File: src/verilog/nv_store_pkg.sv
// Package of constants for the non-volatile byte store controller
package nv_store_pkg;
  localparam int ADDR_W = 6;
  localparam int DATA_W = 8;
  localparam int DEPTH = 64;
  localparam logic [7:0] LOCATION_OFFSET = 8'h1E;
  localparam logic [7:0] BYTE_OFFSET = 8'h1F;
  localparam logic [7:0] CONTROL_OFFSET = 8'h40;
  localparam logic [7:0] CONTROL_RESET = 8'h00;
  localparam logic [7:0] LOCATION_RESET = 8'h00;
  localparam logic [7:0] BYTE_RESET = 8'h00;
  localparam int PERMIT_PROGRAM_BIT = 3;
  localparam int START_PROGRAM_BIT = 2;
  localparam int PERMIT_FETCH_BIT = 1;
  localparam int START_FETCH_BIT = 0;
  // Write time in ns and its cycle count at 250 MHz
  localparam int CLOCK_PERIOD_NS = 4;
  localparam int PROGRAM_TIME_NS = 4000;
  localparam int PROGRAM_CYCLES = (PROGRAM_TIME_NS + CLOCK_PERIOD_NS - 1) / CLOCK_PERIOD_NS;
  localparam int FETCH_TIME_NS = 8;
  localparam int FETCH_CYCLES = (FETCH_TIME_NS + CLOCK_PERIOD_NS - 1) / CLOCK_PERIOD_NS;
  typedef enum logic [2:0] {
    IDLE = 3'b001,
    FETCH = 3'b010,
    PROGRAM = 3'b100
  } nv_state_t;
endpackage

File: src/verilog/nv_store_ctrl.sv
// Control, location and byte registers for the non-volatile store
`timescale 1ns/1ps
module nv_store_ctrl #(
  parameter int PROGRAM_CYCLES = nv_store_pkg::PROGRAM_CYCLES,
  parameter int FETCH_CYCLES = nv_store_pkg::FETCH_CYCLES
) (
  input wire logic clock,
  input wire logic sys_rst,
  input wire logic directSel,
  input wire logic controlSel,
  input wire logic [7:0] regAddr,
  input wire logic regWrite,
  input wire logic regRead,
  input wire logic [7:0] regWdata,
  output logic [7:0] regRdata,
  output logic busy,
  output logic nvDoneFlag
);
  import nv_store_pkg::*;

  localparam int CNT_W = $clog2(PROGRAM_CYCLES + FETCH_CYCLES + 1);

  // Elaboration checks; the logic below cannot serve other values
  if (PROGRAM_CYCLES < 1) begin : g_bad_program
    $error("PROGRAM_CYCLES must be at least one");
  end
  if (FETCH_CYCLES < 1) begin : g_bad_fetch
    $error("FETCH_CYCLES must be at least one");
  end
  // Location read view pads exactly two zero bits
  if (ADDR_W != 6) begin : g_bad_addr
    $error("location register must be six bits wide");
  end
  if (DATA_W != 8) begin : g_bad_data
    $error("byte register must be eight bits wide");
  end
  if (DEPTH != (1 << ADDR_W)) begin : g_bad_depth
    $error("store depth must match the location width");
  end

  nv_state_t state_ff, nxt_state;
  logic [CNT_W-1:0] count_ff, nxt_count;
  logic [ADDR_W-1:0] location_ff, nxt_location;
  logic [DATA_W-1:0] byte_ff, nxt_byte;
  logic [3:0] control_ff, nxt_control;
  logic done_ff, nxt_done;
  logic cellWrite;
  logic [DATA_W-1:0] cellData;
  logic wrLoc, wrByte, wrCtl;
  logic rdLoc, rdByte, rdCtl;
  logic progReq, fetchReq;
  logic progAbort, fetchAbort;
  logic progEnd, fetchEnd;
  logic fetchLoad;
  logic [7:0] ctlView;
  logic [7:0] locView;

  nv_cell_array #(
    .ADDR_W(ADDR_W),
    .DATA_W(DATA_W)
  ) cellArray (
    .clock(clock),
    .writeEn(cellWrite),
    .addr(location_ff),
    .writeData(byte_ff),
    .readData(cellData)
  );

  // Location and byte registers live in bank zero, direct access
  assign wrLoc = regWrite && directSel && regAddr == LOCATION_OFFSET;
  assign wrByte = regWrite && directSel && regAddr == BYTE_OFFSET;
  // Control only in bank one, reached through indirect pointer
  assign wrCtl = regWrite && controlSel && regAddr == CONTROL_OFFSET;

  // Read strobes decoded the same way as the write strobes
  assign rdLoc = regRead && directSel && regAddr == LOCATION_OFFSET;
  assign rdByte = regRead && directSel && regAddr == BYTE_OFFSET;
  assign rdCtl = regRead && controlSel && regAddr == CONTROL_OFFSET;

  // Permit must already stand; both starts in one write start nothing
  assign progReq = wrCtl && regWdata[START_PROGRAM_BIT] && !regWdata[START_FETCH_BIT]
      && control_ff[PERMIT_PROGRAM_BIT];
  assign fetchReq = wrCtl && regWdata[START_FETCH_BIT] && !regWdata[START_PROGRAM_BIT]
      && control_ff[PERMIT_FETCH_BIT];

  // Dropping a permit mid-cycle aborts; no half-written cell is left
  assign progAbort = !control_ff[PERMIT_PROGRAM_BIT];
  assign fetchAbort = !control_ff[PERMIT_FETCH_BIT];
  assign progEnd = count_ff == CNT_W'(PROGRAM_CYCLES - 1);
  assign fetchEnd = count_ff == CNT_W'(FETCH_CYCLES - 1);
  assign fetchLoad = state_ff == FETCH && !fetchAbort && fetchEnd;

  // Sequencer and control register
  always_comb begin
    nxt_state = state_ff;
    nxt_control = control_ff;
    nxt_done = 1'b0;
    cellWrite = 1'b0;
    if (wrCtl) begin
      // Permit bits always writable; start bits only take effect when idle
      nxt_control[PERMIT_PROGRAM_BIT] = regWdata[PERMIT_PROGRAM_BIT];
      nxt_control[PERMIT_FETCH_BIT] = regWdata[PERMIT_FETCH_BIT];
    end
    case (state_ff)
      IDLE: begin
        if (progReq) begin
          nxt_control[START_PROGRAM_BIT] = 1'b1;
          nxt_state = PROGRAM;
        end else if (fetchReq) begin
          nxt_control[START_FETCH_BIT] = 1'b1;
          nxt_state = FETCH;
        end
      end
      FETCH: begin
        // Start requests during the cycle are swallowed here
        nxt_control[START_FETCH_BIT] = 1'b1;
        nxt_control[START_PROGRAM_BIT] = 1'b0;
        if (fetchAbort) begin
          nxt_control[START_FETCH_BIT] = 1'b0;
          nxt_state = IDLE;
        end else if (fetchEnd) begin
          nxt_control[START_FETCH_BIT] = 1'b0;
          nxt_state = IDLE;
        end
      end
      PROGRAM: begin
        nxt_control[START_PROGRAM_BIT] = 1'b1;
        nxt_control[START_FETCH_BIT] = 1'b0;
        if (progAbort) begin
          nxt_control[START_PROGRAM_BIT] = 1'b0;
          nxt_state = IDLE;
        end else if (progEnd) begin
          cellWrite = 1'b1;
          nxt_control[START_PROGRAM_BIT] = 1'b0;
          nxt_done = 1'b1;
          nxt_state = IDLE;
        end
      end
      default: begin
        nxt_state = IDLE;
        nxt_control = 4'h0;
      end
    endcase
  end

  always_ff @(posedge clock or posedge sys_rst) begin
    if (sys_rst) begin
      state_ff <= IDLE;
      control_ff <= CONTROL_RESET[3:0];
      done_ff <= 1'b0;
    end else begin
      state_ff <= nxt_state;
      control_ff <= nxt_control;
      done_ff <= nxt_done;
    end
  end

  // Cycle counter; cleared whenever the sequencer idles
  always_comb begin
    nxt_count = '0;
    if (state_ff != IDLE) begin
      nxt_count = count_ff + 1'b1;
    end
  end

  always_ff @(posedge clock or posedge sys_rst) begin
    if (sys_rst) begin
      count_ff <= '0;
    end else begin
      count_ff <= nxt_count;
    end
  end

  // Location and byte registers; a finished fetch overwrites the byte
  always_comb begin
    nxt_location = location_ff;
    nxt_byte = byte_ff;
    if (wrLoc) begin
      nxt_location = regWdata[ADDR_W-1:0];
    end
    if (wrByte) begin
      nxt_byte = regWdata;
    end
    if (fetchLoad) begin
      nxt_byte = cellData;
    end
  end

  always_ff @(posedge clock or posedge sys_rst) begin
    if (sys_rst) begin
      location_ff <= LOCATION_RESET[ADDR_W-1:0];
      byte_ff <= BYTE_RESET;
    end else begin
      location_ff <= nxt_location;
      byte_ff <= nxt_byte;
    end
  end

  // Unimplemented control bits read zero
  for (genvar i = 0; i < 8; i++) begin : g_ctl_view
    if (i < 4) begin : g_impl
      assign ctlView[i] = control_ff[i];
    end else begin : g_unimpl
      assign ctlView[i] = 1'b0;
    end
  end

  assign locView = {2'b00, location_ff};

  // Read mux; unmapped addresses read zero
  always_comb begin
    regRdata = 8'h00;
    if (rdLoc) begin
      regRdata = locView;
    end else if (rdByte) begin
      regRdata = byte_ff;
    end else if (rdCtl) begin
      regRdata = ctlView;
    end
  end

  assign busy = state_ff != IDLE;
  assign nvDoneFlag = done_ff;
endmodule

File: src/verilog/nv_cell_array.sv
// Byte array modelling the non-volatile cells
`timescale 1ns/1ps
module nv_cell_array #(
  parameter int ADDR_W = nv_store_pkg::ADDR_W,
  parameter int DATA_W = nv_store_pkg::DATA_W
) (
  input wire logic clock,
  input wire logic writeEn,
  input wire logic [ADDR_W-1:0] addr,
  input wire logic [DATA_W-1:0] writeData,
  output logic [DATA_W-1:0] readData
);
  import nv_store_pkg::*;
  // No reset: contents survive a reset, as a non-volatile store would
  logic [DATA_W-1:0] cells [0:(1<<ADDR_W)-1];
  always_ff @(posedge clock) begin
    if (writeEn) begin
      cells[addr] <= writeData;
    end
  end
  assign readData = cells[addr];
endmodule

File: config.mk
export PLATFORM = sky130hd
export DESIGN_NAME = nv_store_ctrl
export DESIGN_NICKNAME = d
export VERILOG_FILES = /design/src/verilog/nv_store_pkg.sv /design/src/verilog/nv_store_ctrl.sv /design/src/verilog/nv_cell_array.sv
export SDC_FILE = /design/constraint.sdc
export NUM_CORES = 1
export LEC_CHECK = 0
export BUFFER_PORTS_ARGS = -buffer_cell sky130_fd_sc_hd__buf_2
export CAP_MARGIN = 20
export CORE_ASPECT_RATIO = 0.5
export CORE_MARGIN = 2
export CORE_UTILIZATION = 55
export DETAILED_ROUTE_END_ITERATION = 6
export GPL_ROUTABILITY_DRIVEN = 0
export PLACE_DENSITY = 0.71
export SYNTH_ARGS = -nofsm -noshare
export SYNTH_HDL_FRONTEND = slang
export SYNTH_SLANG_ARGS = --single-unit
export TNS_END_PERCENT = 1
File: constraint.sdc
create_clock -name clock -period 5 [get_ports clock]
set_input_delay 1 -clock clock [delete_from_list [all_inputs] [get_ports clock]]
set_output_delay 1 -clock clock [all_outputs]
set_load 0.05 [all_outputs]
-- Yosys cells after proc, flatten, opt, wreduce, memory -nomap -nowiden
Memory sizes are Yosys's and may differ from the RTL's.
Cells that the tools add are included.
- register bits: 32
- bits in writable memories: 512
- bits of input ports: 22
- output and inout bits: 10
- logic and storage cells: 81
- memories: 1
- add/sub/neg operators: 1
- equal/unequal tests: 16
- muxes and demuxes: 31
- reductions and logical operators: 24
- memories (name ; words ; bits a word ; rd ports ; clocked after memory_dff ; write ports ; line ; text):
    cellArray.cells ; 64 ; 8 ; 1 ; 0 ; 1 ; nv_cell_array.sv:15 ; logic [DATA_W-1:0] cells [0:(1<<ADDR_W)-1];
- operators with widths (cell ; count):
    $mux 8 ; 4
    $logic_and 1x1->1 ; 18
    $mux 3 ; 6
    $eq 8x5->1 const B ; 2
    $mux 1 ; 16
    $add 10x1->10 const B ; 1
    $eq 10x1->1 const B ; 1
    $eq 10x10->1 const B ; 1
    $mux 10 ; 1
    $ne 3x3->1 const B ; 3
    $pmux 3 s3 ; 1
    $eq 8x7->1 const B ; 1
    $ne 2x2->1 const B ; 3
    $mux 4 ; 1
    $pmux 1 s2 ; 2
    $eq 3x1->1 const B ; 1
    $eq 3x2->1 const B ; 1
    $eq 3x3->1 const B ; 1
    $ne 3x1->1 const B ; 1
    $reduce_and 3->1 ; 1
    $reduce_or 3->1 ; 1
    $logic_not 1->1 ; 2
    $ne 2x1->1 const B ; 1
    $reduce_and 2->1 ; 1
    $reduce_bool 2->1 ; 1

-- Logic depth before layout (Yosys ltp)
- word-level depth: 8
- gate-level depth with buffers: 10
- mapped depth without buffers: 8

-- Modules after synthesis
Synthesis repeated with hierarchy kept, for this count alone.
- cells, all modules: 1328
- area, all modules: 22034.9 um^2
- by module, submodules not included (module ; instances ; cells each ; area an instance (um^2) ; seq. area each (um^2)):
    nv_cell_array ; 1 ; 1163 ; 20289.5 ; 15374.7
    nv_store_ctrl ; 1 ; 165 ; 1745.4 ; 802.0

-- Worst setup path before layout
OpenSTA, ideal clock, no wires.
- path kind: in2out
- from: input port directSel
- to: output port regRdata[0]
- arrival time: 2.617 ns
- required time: 4.000 ns
- path slack: 1.383 ns
- cell stages on the path: 4
- path buffers: 0
- cells stage by stage: nand4_1 -> and4bb_2 -> nand2_1 -> o21ai_0
- cells in the longest elaborated chain, start to end: 4
- elaborated cells between the ends (all ways): 5
- those cells by class: mux: 2; reduce/logical: 3
- RTL lines (item ; line ; text):
    start, declared ; nv_store_ctrl.sv:9 ; input wire logic directSel,
    $logic_and 1x1->1 (*) ; nv_store_ctrl.sv:76, nv_store_ctrl.sv:77 ;
    $logic_and 1x1->1 ; nv_store_ctrl.sv:77 ; assign rdByte = regRead && directSel && regAddr == BYTE_OFFSET;
    $mux 8 ; nv_store_ctrl.sv:215 ; end else if (rdByte) begin
    $mux 8 (*) ; nv_store_ctrl.sv:213 ; if (rdLoc) begin
    end, declared ; nv_store_ctrl.sv:15 ; output logic [7:0] regRdata,
Mark *: on every way between the ends. The rest lies on a longest branch, timed or not.

-- Worst setup path after layout
- from: register location_ff[2]
- to: output port regRdata[2]
- cells in the longest elaborated chain, start to end: 1
- RTL lines (item ; line ; text):
    start, declared ; nv_store_ctrl.sv:43 ; logic [ADDR_W-1:0] location_ff, nxt_location;
    start signal, assigned ; nv_store_ctrl.sv:191 ; location_ff <= LOCATION_RESET[ADDR_W-1:0];
    start signal, assigned ; nv_store_ctrl.sv:194 ; location_ff <= nxt_location;
    $mux 8 ; nv_store_ctrl.sv:213 ;
Every way passes these cells.

==> metrics.cfg <==
[worst_setup_path]
required_ps=4000
crit_arrival_ps=2640
rr_startpoint=location_ff[0]$_DFFE_PP0P_
start_kind=register
crit_path_end_kind=output pin
cpMaxStageDelayCell=dfrtp_4
path_class=register to output pin
path_cells=buf_4, mux2i_1, o21ai_0, buf_2
crit_family=buffers and inverters
critPathLaunch=location_ff[2]$_DFFE_PP0P_
critical-path-max-stage-delay_ps=790
critPathBufInv=2
cp_max_fo=37

[synth]
yosys.cell_count.top_type=edfxtp_1
synth_compound_area_frac=0.0906
synth-xor-area-share=0.00280
synth_top_family_by_area=compound AO/OA/AOI/OAI gates
yosysWarnings=0
yosys-top-cells-count=512 x edfxtp_1, 112 x nor2_1, 85 x mux2i_1
synth_cell_type_count=77
synth-edff-count=512
synth_ff_type=edfxtp_1
synthArstFlopShare=0.0588
yosys.area.top_type=edfxtp_1
synthCells=1324
synth_nets=1348
synth_top_cells_by_area=edfxtp_1 70%, mux2i_1 3.9%, dfrtp_1 3.5%, mux2_2 2.7%, mux4_2 2.0%
synth.avg_cell_area_um2=16.5
synth_area_um2=21900
synthAdderAreaFrac=0.00114
yosysSeqAreaShare=0.740
synthMuxAreaShare=0.0892
synth_simple_gate_area_share=0.0533
yosysTopAreaCellShare=0.703
ys_seq_elements=544

[clocking]
cts_resized=0
cts_tree=done
cts_made_buffers=47
clkTransAtPathRegs_ps=70
cts_sinks=544
cts-hold-fix-buffers=0
post_cts_buffers=0
cts.htree.levels=2
clk-insertion-delay-late_ps=570
cts_root_buf=clkbuf_16
cts_buffer_depth=3

[final_layout]
final.fill_count=2798
fin_nets=1378
fin_area_um2=24000
area_delta_synth_final_pct=9.66
drive_gt1_frac=0.165
fin_cells=1922

[power_and_ir_drop]
irDropWorstVdd_uv=226
leakage_nw=7.94
p_per_area_nw_per_um2=373

[drt]
detail_route.wl_per_cell_um=30.5
drt_first_pass_iters=6
wirelength_um=58600
drt_iter0_drc=2297
ant_nets=0
drc=0
via_per_inst=6.77
num_vias=13000

[floorplanning]
initial_utilization=0.560
num_rows=51
dieArea_um2=41500
die_height_um=145
core_um2=39100
io_pins=32
die_w_um=286

[grt]
grt_max_degree=66
grt_overflow_total=0
grt_pass1_vias=12500
grtUsageTotal=0.283
antenna_found_initial=1
grt_first_pass_wirelength_um=85500

[timing]
finalHoldViolations=0
clock.fmax_ghz=0.274
setup_viol=0
slew_headroom=0.293
finalCritPeriodShare=0.729
worst_pin_slew_ps=1050
final_max_slew_viol_count=0
rsz0062_at_grt=false
min_period_ps=3640
skew_ps=12.2
setup_tns_ps=0

[flow_run]
max_cap_violations=0

[min_path]
holdCritStartpoint=count_ff[0]$_DFF_PP0_
hp-class=register to register

[placement]
portBuffers=31
dpl.hpwl_um=35800
numPlacedInstances=1835
placed_area_um2=22500

[run_status]
status=complete, no violations

[worst register-to-register path, stage by stage, from the launching register on]
cell,delay (ps)
dfrtp_4,980
inv_1,740
a221oi_1,460
o21bai_1,190
a21oi_1,150
nor4_1,630
a31oi_1,230
[cells by family (layout without fill, tap and decap cells)]
kind of cell,after synthesis,after routing
adders and majority gates,2,2
DFF,544,544
xor gates and xnor gates,7,7
buffers and inverters,91,158
and+or+nand+nor,250,250
other,0,1
muxes,161,161
AOI/OAI and AO/OA,269,269
[state kept, by name, indices dropped and copies added (netlist names)]
| register | cells |
|---|---|
| byte_ff | 8 |
| control_ff | 4 |
| cellArray.cells | 512 |
| location_ff | 6 |
| nvDoneFlag | 1 |
| state_ff | 3 |
| count_ff | 10 |
[cell usage in the layout (no fill, tap or decap), types with 15 or more instances in the layout]
master | synthesis | routed
buf_2 | 28 | 31
edfxtp_1 | 512 | 512
a21oi_1 | 44 | 44
a22o_1 | 24 | 24
dfrtp_1 | 31 | 20
clkbuf_16 | 0 | 49
a221oi_1 | 38 | 38
clkbuf_1 | 27 | 15
nand2_1 | 51 | 51
a22oi_1 | 34 | 34
mux2_2 | 52 | 52
mux2i_1 | 85 | 85
mux4_2 | 19 | 19
o21ai_0 | 35 | 35
nand3_1 | 28 | 28
buf_4 | 15 | 30
nor2_1 | 112 | 112
[where the power goes]
part	leakage (nW)	switching, mW	total (mW)	internal (mW)
Combinational	2.44	0.256	0.393	0.136
Sequential	4.77	0.0329	4.98	4.95
Clock	0.726	1.59	3.57	1.97
Total	7.94	1.88	8.94	7.06
[final cells by class]
| type | count | area [µm²] | area share |
|---|---|---|---|
| diodes | 1 | 2.50 | 0.000104 |
| clock buffers | 69 | 1350 | 0.0563 |
| clock inverters | 17 | 125 | 0.00522 |
| inverters | 10 | 37.5 | 0.00157 |
| multi-input cells | 689 | 5190 | 0.217 |
| flip-flops and latches | 544 | 16200 | 0.675 |
| well taps | 530 | 663 | 0.0277 |
| repair buffers | 62 | 408 | 0.0170 |
[through the flow]
stage	setup WS (ps)	hold slack, ps	total power [mW]	util
floorplan	1380	453	5.31	-
detailed placement	1570	490	5.46	0.576
global placement	1590	464	5.45	0.575
CTS	1400	495	8.91	0.614
global route	1260	543	9.12	0.614
finish	1360	497	8.94	0.614
[per-layer routing]
| metal | vias up | wire, µm | GRT usage |
|---|---|---|---|
| li1 | 5362 | - | - |
| met1 | 6536 | 23100 | 0.424 |
| met2 | 968 | 25100 | 0.402 |
| met3 | 142 | 8770 | 0.0910 |
| met4 | 0 | 1700 | 0.0764 |
| met5 | - | 0 | 0 |
[worst paths after layout]
kind,cells after the start,slack [ps],end
max,4,1360,regRdata[2]
max in group asynchronous,3,4110,location_ff[2]$_DFFE_PP0P_
max reg2reg,6,1460,byte_ff[5]$_DFFE_PP0P_
min,1,500,count_ff[0]$_DFF_PP0_
min reg2reg,1,500,count_ff[0]$_DFF_PP0_
min in group asynchronous,3,530,control_ff[2]$_DFFE_PP0N_
(Power assumes the default switching activity.)
